### config.mk
export PLATFORM = sky130hd
export DESIGN_NAME = snc_regs
export DESIGN_NICKNAME = d
export VERILOG_FILES = /design/src/common/snc_pkg.sv /design/src/logic/snc_regs.sv
export VERILOG_INCLUDE_DIRS = /design/src /design/src/common
export SDC_FILE = /design/constraint.sdc
export NUM_CORES = 1
export LEC_CHECK = 0
export BUFFER_PORTS_ARGS = -buffer_cell sky130_fd_sc_hd__clkbuf_2
export CORE_ASPECT_RATIO = 1.5
export CORE_MARGIN = 2
export CORE_UTILIZATION = 50
export CTS_CLUSTER_DIAMETER = 50
export DETAILED_ROUTE_END_ITERATION = 6
export GPL_ROUTABILITY_DRIVEN = 0
export PLACE_DENSITY = 0.83
export SETUP_SLACK_MARGIN = 0.5
export SKIP_LAST_GASP = 1
export SLEW_MARGIN = 0
export SYNTH_ARGS = -nofsm -noshare
export SYNTH_HDL_FRONTEND = slang
export SYNTH_SLANG_ARGS = --single-unit
### constraint.sdc
create_clock -name i_clk -period 2.29 [get_ports i_clk]
set_input_delay 0.458 -clock i_clk [delete_from_list [all_inputs] [get_ports i_clk]]
set_output_delay 0.458 -clock i_clk [all_outputs]
set_load 0.03 [all_outputs]
### src/common/snc_consts.svh
// Register numbers, field positions, reset values and timing of the node config bank.
`ifndef SNC_CONSTS_SVH
`define SNC_CONSTS_SVH
`define SNC_REG_DESC        8'h01
`define SNC_REG_SWCFG       8'h04
`define SNC_REG_NODEID      8'h05
`define SNC_REG_PLL         8'h06
`define SNC_REG_SWDIV       8'h07
`define SNC_REG_REFDIV      8'h08
`define SNC_REG_SCANID      8'h09
`define SNC_REG_USERCODE    8'h0A
`define SNC_REG_DIR_LO      8'h0C
`define SNC_REG_DIR_HI      8'h0D
`define SNC_REG_DBG0        8'h10
`define SNC_REG_DBG1        8'h11
`define SNC_REG_DBGSRC      8'h1F
`define SNC_SWCFG_LOCK_ALL  31
`define SNC_SWCFG_LOCK_PLL  8
`define SNC_SWCFG_HDR1      0
`define SNC_PLL_NO_RESET    31
`define SNC_PLL_NO_RELOCK   30
`define SNC_PLL_BYPASS      29
`define SNC_PLL_BOOT_SCAN   28
`define SNC_DBG_REQ_EN      1
`define SNC_DBG_DRIVE_EN    0
`define SNC_SRC_PIN         4
`define SNC_SRC_TILE1       1
`define SNC_SRC_TILE0       0
`define SNC_SWCFG_MASK      32'h8000_0101
`define SNC_PLL_MASK        32'hF3FF_FF7F
`define SNC_DBGCFG_MASK     32'h0000_0003
`define SNC_DBGSRC_MASK     32'h0000_0013
`define SNC_NODEID_RESET    16'h0000
`define SNC_SWDIV_RESET     16'h0000
`define SNC_REFDIV_RESET    16'h0003
`define SNC_RSP_LATENCY     1
`endif

### src/common/snc_pkg.sv
// Types shared by the node configuration register bank.
`default_nettype none
package snc_pkg;
	// One configuration read or write, addressed by register number.
	typedef struct packed {
		logic        valid;
		logic        write;
		logic [7:0]  num;
		logic [31:0] wdata;
	} snc_cfg_req_s;
	// Answer to a configuration access.
	typedef struct packed {
		logic        ack;
		logic        refused;
		logic [31:0] rdata;
	} snc_cfg_rsp_s;
	// Clock-multiplier settings as held and driven to the clock generator.
	typedef struct packed {
		logic        no_reset;
		logic        no_relock;
		logic        bypass;
		logic        boot_scan;
		logic [2:0]  output_divider;
		logic [12:0] fb_mul;
		logic [6:0]  in_div;
	} snc_pll_s;
endpackage : snc_pkg
`default_nettype wire

### src/logic/snc_regs.sv
// Node configuration and status register bank of the packet switch.
`include "snc_consts.svh"
`timescale 1ns/1ns
`default_nettype none

module snc_regs
	import snc_pkg::*;
#(
	parameter logic [7:0]  NUM_LINKS      = 8'h08,
	parameter logic [7:0]  NUM_SW_PROCS   = 8'h02,
	parameter logic [7:0]  NUM_DEV_PROCS  = 8'h02,
	parameter logic [31:0] SCAN_ID_WORD   = 32'h0000_0001, // Arbitrary value.
	parameter logic [17:0] METAL_ID_CODE  = 18'h00001,     // Arbitrary value.
	parameter logic [31:0] PLL_RESET_WORD = 32'h0000_0000
) (
	// Clock and reset.
	input  wire  logic         i_clk,
	input  wire  logic         i_reset_n,
	// Configuration access port.
	input  wire  snc_cfg_req_s i_cfg_req,
	output var   snc_cfg_rsp_s o_cfg_rsp,
	// Fixed inputs from one-time-programmable storage.
	input  wire  logic [13:0]  i_otp_usercode,
	// Settings driven to the switch and clock generator.
	output logic               o_one_byte_hdr,
	output logic [15:0]        o_node_id,
	output var   snc_pll_s     o_pll,
	output logic [15:0]        o_switch_div,
	output logic [15:0]        o_ref_div,
	output logic               o_tile_reset,
	// Routing lookup.
	input  wire  logic         i_route_valid,
	input  wire  logic [15:0]  i_route_dest,
	output logic               o_route_valid,
	output logic               o_route_local,
	output logic [3:0]         o_route_dir,
	// Processor debug state and requests.
	input  wire  logic [1:0]   i_in_debug_flag,
	output logic [1:0]         o_debug_req,
	// Open-drain global debug pin, active low.
	input  wire  logic         i_debug_pin_n,
	output logic               o_debug_pin_out,
	output logic               o_debug_pin_oe_n
);

	// Stored register state.
	logic [31:0]  swcfg_r;
	logic [15:0]  node_id_r;
	logic [31:0]  pll_r;
	logic [15:0]  swdiv_r;
	logic [15:0]  refdiv_r;
	logic [63:0]  dirs_r;
	logic [1:0]   dbg0_r;
	logic [1:0]   dbg1_r;
	logic [4:0]   dbgsrc_r;
	logic         tile_reset_r;
	snc_cfg_rsp_s rsp_r;
	snc_cfg_rsp_s rsp_nxt;

	// Routing pipeline state.
	logic         route_valid_r;
	logic         route_local_r;
	logic [3:0]   route_dir_r;

	// Debug line state.
	logic         pin_meta_r;
	logic         pin_sync_r;
	logic         drive_r;
	logic         drive_d1_r;
	logic         drive_d2_r;
	logic         global_r;
	logic [1:0]   debug_req_r;

	// Access qualification.
	wire          wr_req;
	wire          lock_all;
	wire          lock_pll;
	wire          wr_ok;
	wire          pll_ok;

	// Register selects.
	wire          sel_desc;
	wire          sel_swcfg;
	wire          sel_node;
	wire          sel_pll;
	wire          sel_swdiv;
	wire          sel_refdiv;
	wire          sel_scan;
	wire          sel_user;
	wire          sel_dlo;
	wire          sel_dhi;
	wire          sel_dbg0;
	wire          sel_dbg1;
	wire          sel_src;
	wire          sel_any;

	// Write strobes.
	wire          we_swcfg;
	wire          we_node;
	wire          we_pll;
	wire          we_swdiv;
	wire          we_refdiv;
	wire          we_dlo;
	wire          we_dhi;
	wire          we_dbg0;
	wire          we_dbg1;
	wire          we_src;
	wire          locked_hit;

	// Routing and debug combinational terms.
	wire [15:0]   mismatch;
	wire [3:0]    dim;
	wire [3:0]    dir_sel;
	wire          tile0_src;
	wire          tile1_src;
	wire          tile_drive;
	wire          pin_low;
	wire          ext_src;
	wire          global_now;
	wire          global_rise;

	// Finds the most significant set bit of a mismatch vector.
	function automatic logic [3:0] snc_msb(input logic [15:0] d);
		logic [3:0] r;
		r = 4'h0;
		for (int i = 0; i < 16; i++) begin
			if (d[i]) begin
				r = 4'(i);
			end
		end
		return r;
	endfunction : snc_msb

	// Lock bits taken from the switch configuration register.
	assign lock_all   = swcfg_r[`SNC_SWCFG_LOCK_ALL];
	assign lock_pll   = swcfg_r[`SNC_SWCFG_LOCK_PLL];
	assign wr_req     = i_cfg_req.valid & i_cfg_req.write;
	assign wr_ok      = wr_req & ~lock_all;
	assign pll_ok     = wr_ok & ~lock_pll;

	// Register number decode.
	assign sel_desc   = (i_cfg_req.num == `SNC_REG_DESC);
	assign sel_swcfg  = (i_cfg_req.num == `SNC_REG_SWCFG);
	assign sel_node   = (i_cfg_req.num == `SNC_REG_NODEID);
	assign sel_pll    = (i_cfg_req.num == `SNC_REG_PLL);
	assign sel_swdiv  = (i_cfg_req.num == `SNC_REG_SWDIV);
	assign sel_refdiv = (i_cfg_req.num == `SNC_REG_REFDIV);
	assign sel_scan   = (i_cfg_req.num == `SNC_REG_SCANID);
	assign sel_user   = (i_cfg_req.num == `SNC_REG_USERCODE);
	assign sel_dlo    = (i_cfg_req.num == `SNC_REG_DIR_LO);
	assign sel_dhi    = (i_cfg_req.num == `SNC_REG_DIR_HI);
	assign sel_dbg0   = (i_cfg_req.num == `SNC_REG_DBG0);
	assign sel_dbg1   = (i_cfg_req.num == `SNC_REG_DBG1);
	assign sel_src    = (i_cfg_req.num == `SNC_REG_DBGSRC);
	assign sel_any    = sel_desc | sel_swcfg | sel_node | sel_pll
	                  | sel_swdiv | sel_refdiv | sel_scan | sel_user
	                  | sel_dlo | sel_dhi | sel_dbg0 | sel_dbg1 | sel_src;

	// Write strobes; a locked write produces none of them.
	assign we_swcfg   = wr_ok & sel_swcfg;
	assign we_node    = wr_ok & sel_node;
	assign we_pll     = pll_ok & sel_pll;
	assign we_swdiv   = wr_ok & sel_swdiv;
	assign we_refdiv  = wr_ok & sel_refdiv;
	assign we_dlo     = wr_ok & sel_dlo;
	assign we_dhi     = wr_ok & sel_dhi;
	assign we_dbg0    = wr_ok & sel_dbg0;
	assign we_dbg1    = wr_ok & sel_dbg1;
	assign we_src     = wr_ok & sel_src;

	// A write to a writable register that a lock stopped is reported as refused.
	assign locked_hit = wr_req & (lock_all | (lock_pll & sel_pll))
	                  & (sel_swcfg | sel_node | sel_pll | sel_swdiv
	                  | sel_refdiv | sel_dlo | sel_dhi | sel_dbg0
	                  | sel_dbg1 | sel_src);

	// Read data selection; unmapped numbers and reserved bits read zero.
	always_comb begin
		rsp_nxt         = '0;
		rsp_nxt.ack     = i_cfg_req.valid;
		rsp_nxt.refused = i_cfg_req.valid & (~sel_any | locked_hit);
		if (i_cfg_req.write) begin
			rsp_nxt.rdata = 32'h0000_0000;
		end else if (sel_desc) begin
			rsp_nxt.rdata = {8'h00, NUM_LINKS, NUM_SW_PROCS, NUM_DEV_PROCS};
		end else if (sel_swcfg) begin
			rsp_nxt.rdata = swcfg_r;
		end else if (sel_node) begin
			rsp_nxt.rdata = {16'h0000, node_id_r};
		end else if (sel_pll) begin
			rsp_nxt.rdata = pll_r;
		end else if (sel_swdiv) begin
			rsp_nxt.rdata = {16'h0000, swdiv_r};
		end else if (sel_refdiv) begin
			rsp_nxt.rdata = {16'h0000, refdiv_r};
		end else if (sel_scan) begin
			rsp_nxt.rdata = SCAN_ID_WORD;
		end else if (sel_user) begin
			rsp_nxt.rdata = {i_otp_usercode, METAL_ID_CODE};
		end else if (sel_dlo) begin
			rsp_nxt.rdata = dirs_r[31:0];
		end else if (sel_dhi) begin
			rsp_nxt.rdata = dirs_r[63:32];
		end else if (sel_dbg0) begin
			rsp_nxt.rdata = {30'h0, dbg0_r};
		end else if (sel_dbg1) begin
			rsp_nxt.rdata = {30'h0, dbg1_r};
		end else if (sel_src) begin
			rsp_nxt.rdata = {27'h000_0000, dbgsrc_r};
		end else begin
			rsp_nxt.rdata = 32'h0000_0000;
		end
	end

	// Answer register: one answer per request, one cycle later.
	always_ff @(posedge i_clk or negedge i_reset_n) begin
		if (!i_reset_n) begin
			rsp_r <= '0;
		end else begin
			rsp_r <= rsp_nxt;
		end
	end

	// Switch configuration: lock bits and header mode; reserved bits masked.
	always_ff @(posedge i_clk or negedge i_reset_n) begin
		if (!i_reset_n) begin
			swcfg_r <= 32'h0000_0000;
		end else if (we_swcfg) begin
			swcfg_r <= i_cfg_req.wdata & `SNC_SWCFG_MASK;
		end
	end

	// Node identifier and the two clock dividers.
	always_ff @(posedge i_clk or negedge i_reset_n) begin
		if (!i_reset_n) begin
			node_id_r <= `SNC_NODEID_RESET;
			swdiv_r   <= `SNC_SWDIV_RESET;
			refdiv_r  <= `SNC_REFDIV_RESET;
		end else begin
			if (we_node) begin
				node_id_r <= i_cfg_req.wdata[15:0];
			end
			if (we_swdiv) begin
				swdiv_r <= i_cfg_req.wdata[15:0];
			end
			if (we_refdiv) begin
				refdiv_r <= i_cfg_req.wdata[15:0];
			end
		end
	end

	// Clock-multiplier settings and the tile reset that a write starts.
	always_ff @(posedge i_clk or negedge i_reset_n) begin
		if (!i_reset_n) begin
			pll_r        <= PLL_RESET_WORD & `SNC_PLL_MASK;
			tile_reset_r <= 1'b0;
		end else begin
			if (we_pll) begin
				pll_r <= i_cfg_req.wdata & `SNC_PLL_MASK;
			end
			tile_reset_r <= we_pll & ~i_cfg_req.wdata[`SNC_PLL_NO_RESET];
		end
	end

	// Routing direction tables, eight four-bit fields per register.
	always_ff @(posedge i_clk or negedge i_reset_n) begin
		if (!i_reset_n) begin
			dirs_r <= 64'h0000_0000_0000_0000;
		end else begin
			if (we_dlo) begin
				dirs_r[31:0] <= i_cfg_req.wdata;
			end
			if (we_dhi) begin
				dirs_r[63:32] <= i_cfg_req.wdata;
			end
		end
	end

	// Routing lookup: dimension is the top mismatching node-identifier bit.
	assign mismatch = i_route_dest ^ node_id_r;
	assign dim      = snc_msb(mismatch);
	assign dir_sel  = dirs_r[{dim, 2'b00} +: 4];

	// Registered routing answer, one cycle after the lookup request.
	always_ff @(posedge i_clk or negedge i_reset_n) begin
		if (!i_reset_n) begin
			route_valid_r <= 1'b0;
			route_local_r <= 1'b0;
			route_dir_r   <= 4'h0;
		end else begin
			route_valid_r <= i_route_valid;
			route_local_r <= (mismatch == 16'h0000);
			route_dir_r   <= dir_sel;
		end
	end

	// Per-tile debug line configuration.
	always_ff @(posedge i_clk or negedge i_reset_n) begin
		if (!i_reset_n) begin
			dbg0_r <= 2'b00;
			dbg1_r <= 2'b00;
		end else begin
			if (we_dbg0) begin
				dbg0_r <= i_cfg_req.wdata[1:0];
			end
			if (we_dbg1) begin
				dbg1_r <= i_cfg_req.wdata[1:0];
			end
		end
	end

	// Tiles that may drive the global debug line and an external driver seen on the pin.
	assign tile0_src  = i_in_debug_flag[0] & dbg0_r[`SNC_DBG_DRIVE_EN];
	assign tile1_src  = i_in_debug_flag[1] & dbg1_r[`SNC_DBG_DRIVE_EN];
	assign tile_drive = tile0_src | tile1_src;
	assign pin_low    = ~pin_sync_r;
	assign ext_src    = pin_low & ~drive_d2_r;
	assign global_now = tile_drive | ext_src;
	assign global_rise = global_now & ~global_r;

	// Pin synchroniser and the delay line matching our own drive to it.
	always_ff @(posedge i_clk or negedge i_reset_n) begin
		if (!i_reset_n) begin
			pin_meta_r <= 1'b1;
			pin_sync_r <= 1'b1;
			drive_r    <= 1'b0;
			drive_d1_r <= 1'b0;
			drive_d2_r <= 1'b0;
		end else begin
			pin_meta_r <= i_debug_pin_n;
			pin_sync_r <= pin_meta_r;
			drive_r    <= tile_drive;
			drive_d1_r <= drive_r;
			drive_d2_r <= drive_d1_r;
		end
	end

	// Global line state and the debug requests it raises.
	always_ff @(posedge i_clk or negedge i_reset_n) begin
		if (!i_reset_n) begin
			global_r    <= 1'b0;
			debug_req_r <= 2'b00;
		end else begin
			global_r    <= global_now;
			debug_req_r <= {global_now & dbg1_r[`SNC_DBG_REQ_EN],
			                global_now & dbg0_r[`SNC_DBG_REQ_EN]};
		end
	end

	// Debug source: a new event wins over a software write in the same cycle.
	always_ff @(posedge i_clk or negedge i_reset_n) begin
		if (!i_reset_n) begin
			dbgsrc_r <= 5'h00;
		end else if (global_rise) begin
			dbgsrc_r <= {ext_src, 2'b00, tile1_src, tile0_src};
		end else if (we_src) begin
			dbgsrc_r <= i_cfg_req.wdata[4:0] & 5'(`SNC_DBGSRC_MASK);
		end
	end

	// Outputs, straight from flip-flops apart from the tied-low pin data.
	assign o_cfg_rsp        = rsp_r;
	assign o_one_byte_hdr   = swcfg_r[`SNC_SWCFG_HDR1];
	assign o_node_id        = node_id_r;
	assign o_pll.no_reset   = pll_r[`SNC_PLL_NO_RESET];
	assign o_pll.no_relock  = pll_r[`SNC_PLL_NO_RELOCK];
	assign o_pll.bypass     = pll_r[`SNC_PLL_BYPASS];
	assign o_pll.boot_scan  = pll_r[`SNC_PLL_BOOT_SCAN];
	assign o_pll.output_divider = pll_r[25:23];
	assign o_pll.fb_mul     = pll_r[20:8];
	assign o_pll.in_div     = pll_r[6:0];
	assign o_switch_div     = swdiv_r;
	assign o_ref_div        = refdiv_r;
	assign o_tile_reset     = tile_reset_r;
	assign o_route_valid    = route_valid_r;
	assign o_route_local    = route_local_r;
	assign o_route_dir      = route_dir_r;
	assign o_debug_req      = debug_req_r;
	// Open-drain: the data is always low; the enable decides whether it pulls.
	assign o_debug_pin_out  = 1'b0;
	assign o_debug_pin_oe_n = ~drive_r;

endmodule : snc_regs
`default_nettype wire

==> results.json <==
{
  "drive_gt1_share_pct": 61.97,
  "endpoint_kind": "register",
  "fillers": 1163,
  "violations": "negative setup slack",
  "wl_mm": 36.48,
  "slowest_stage": "dfrtp_2",
  "syn2layout_area_growth_pct": 42.71,
  "cp_common_cell": "nand4_1",
  "tritoncts": "built",
  "finish.utilization_pct": 72.51,
  "path_clk_slew_ns": 0.07,
  "reg2regPathDepth": 8,
  "dp_worst_setup_slack_ns": -0.2488,
  "peakVddDrop_uv": 438.7,
  "routedWlPerCell_um": 27.00,
  "core_sq_mm": 0.01908,
  "critical_path_class": "register to register",
  "holdWs_ns": 0.09055,
  "yosysTopAreaCell": "dfrtp_1",
  "skew_ns": 0.005517,
  "setup-violations-final": 4,
  "grt.total_usage_pct": 32.22,
  "ys_ff_latch": 200,
  "hold_path_class": "primary input to register",
  "path_cells": "xnor2_2 > nand4_1 > o2111a_2 > nor2_4 > buf_6 > mux2_4 > a22oi_2 > nand4_1",
  "avgSynthCellArea_sq_um": 12.43,
  "dieHeight_um": 174.5,
  "finalSetupTns_ns": -0.5089,
  "slew_viol_final": 0,
  "rsz0062_at_grt": "yes",
  "drtIter0Drc": 1010,
  "grt.met1_usage_pct": 36.71,
  "root_buffer": "clkbuf_16",
  "synth.cell_area_sq_mm": 0.009696,
  "grt_max_degree": 61,
  "required_ns": 2.59,
  "start_kind": "register",
  "hpwl_mm": 20.47,
  "cts_buffers": 17,
  "cp.buffers_inverters": 1,
  "busiest_layer": "met2",
  "status": "finished with violations",
  "dr.pass1.iters": 6,
  "grt_pass1_vias": 8648,
  "power.total_mw": 7.871,
  "finalHoldViolations": 0,
  "die_width_um": 117.7,
  "synth.distinct_cells": 63,
  "max_slew_margin_pct": 48.46,
  "reg2reg_to": "o_route_dir[3]",
  "power_density_mw_per_mm2": 568.8,
  "grtUsageMet3_pct": 6.398,
  "port-buffer-count": 197,
  "slowest_delay_ns": 0.43,
  "yosys_warnings": 0,
  "hp-start": "i_debug_pin_n",
  "antenna_found_initial": 1,
  "insertion_delay_ns": 0.45,
  "clock_path_buffers": 2,
  "synth_top_area_share_pct": 50.59,
  "syn-num-nets": 858,
  "htree_levels": 4,
  "use_met2_pct": 54.38,
  "worst_slew_pin_slew_ns": 0.7711,
  "die-area_sq_mm": 0.02054,
  "worstHoldPathCells": 1,
  "viasPerCell": 6.392,
  "rr_startpoint": "o_node_id[7]",
  "arrival_ns": 2.75,
  "nets": 1160,
  "synthArstFlopShare_pct": 100.0,
  "io_pins": 199,
  "synth_common_cells": "196 x dfrtp_1, 159 x mux2_2, 53 x nor2_1, 36 x a21oi_1, 35 x nand2_1",
  "synth-main-ff-cell": "dfrtp_1",
  "grt_overflow": 0,
  "min_to": "pin_meta_r",
  "rows": 62,
  "route.detailed.drc": 0,
  "worst_slack_ns": -0.1538,
  "synth-edff-count": 0,
  "start_util_pct": 50.81,
  "vias": 8636,
  "synthCells": 780,
  "crit_fanout": 8,
  "cts.sinks": 200,
  "min_period_ns": 2.444,
  "drv_cap": 0,
  "synth.area.top_cells": "dfrtp_1 51%, mux2_2 18%, mux2_4 4.5%",
  "yosysSeqAreaShare_pct": 51.67,
  "synth_most_common_cell": "dfrtp_1",
  "rrSetupSlack_ns": -0.15,
  "grt_pass1_wl_mm": 50.34,
  "fin_crit_sh_pct": 106.7,
  "drt.antenna.violating_nets": 0,
  "power.leakage_nw": 6.847,
  "fmax_mhz": 409.2,
  "cp_top_family": "simple AND/OR/NAND/NOR gates"
}
[per-stage QoR]
stage	cell area, sq um	cells
floorplan	9881	780
global placement	11710	1264
detailed placement	11710	1264
CTS	13330	1332
global route	13840	1351
finish	13840	1351
[area by class of cell]
cell class | count | area [sq um] | share of cell area, %
multi-input cells | 507 | 5005 | 36.17
clock inverters | 11 | 173.9 | 1.257
repair buffers | 349 | 2840 | 20.53
well taps | 256 | 320.3 | 2.315
clock buffers | 20 | 446.7 | 3.228
inverters | 7 | 26.28 | 0.1899
diodes | 1 | 2.502 | 0.01808
flip-flops and latches | 200 | 5022 | 36.30
[how the worst max path moves through the flow]
stage	depth (start not counted)	from	to	slack [ns]
after detailed placement	7	i_cfg_req[36]	pll_r[20]	-0.25
after global routing	8	o_node_id[7]	o_route_dir[3]	-0.19
after CTS	9	o_node_id[9]	o_route_dir[1]	-0.04
after global placement	7	i_cfg_req[36]	pll_r[12]	-0.21
after floorplan	6	i_cfg_req[36]	pll_r[0]	-0.1
final	8	o_node_id[7]	o_route_dir[3]	-0.15
[sequential cells by signal, indices dropped and copies added (netlist names), 3 cells and up]
register      flops
dirs_r           64
o_cfg_rsp        34
pll_r            29
o_node_id        16
o_ref_div        16
o_switch_div     16
o_route_dir       4
dbgsrc_r          3
swcfg_r           3
[report_power, final]
| part | internal [mW] | total [mW] | switching (mW) |
|---|---|---|---|
| Sequential | 3.62 | 3.71 | 0.0897 |
| Clock | 1.85 | 3.23 | 1.38 |
| Combinational | 0.380 | 0.928 | 0.547 |
| Total | 5.86 | 7.87 | 2.02 |
[cell usage in the layout (no fill, tap or decap), types with 5 or more instances in the layout]
cell / instances
nand3_1: 10
mux2_2: 105
nor2_1: 35
o21ai_0: 11
inv_1: 7
nand4_1: 7
dfrtp_1: 186
dfrtp_2: 10
a31oi_1: 6
a22oi_1: 5
xnor2_2: 8
clkbuf_2: 194
mux2_4: 84
a21oi_1: 19
buf_6: 35
a21oi_2: 16
buf_12: 23
mux2i_1: 18
a222oi_1: 17
clkbuf_16: 17
nand2_2: 5
buf_4: 78
clkinvlp_4: 6
xnor2_1: 5
xor2_1: 7
nor2_2: 12
buf_8: 5
buf_16: 12
nand2_1: 29
a22oi_2: 7
nor2_4: 9
[metal layers]
layer	vias to the layer above	wire [um]
met2	695	17880
met1	4257	12320
li1	3451	-
met3	233	3176
met5	-	0
met4	0	3110
[logic make-up (layout without fill, tap and decap cells)]
kind of cell / count (synthesis) / count (layout) / share of synthesized area (%)
buffers and inverters: 73 / 387 / 4.310
AND/OR/NAND/NOR: 146 / 146 / 7.498
flip-flops: 200 / 200 / 51.67
multiplexers: 208 / 208 / 25.04
other: 1 / 2 / 0.03868
XOR/XNOR: 21 / 21 / 1.897
AO/OA/AOI/OAI: 131 / 131 / 9.550
[timing repair]
action | CTS | global route
setup buffers | 23 | 18
endpoints found under the setup margin | 166 | 183
hold endpoints to repair | 36 | 0
pin swaps | 31 | 36
gates resized for setup | 135 | 81
cloned | 13 | 0
hold buffers | 1 | 0
Note: power is estimated with default switching activity, not from simulation.
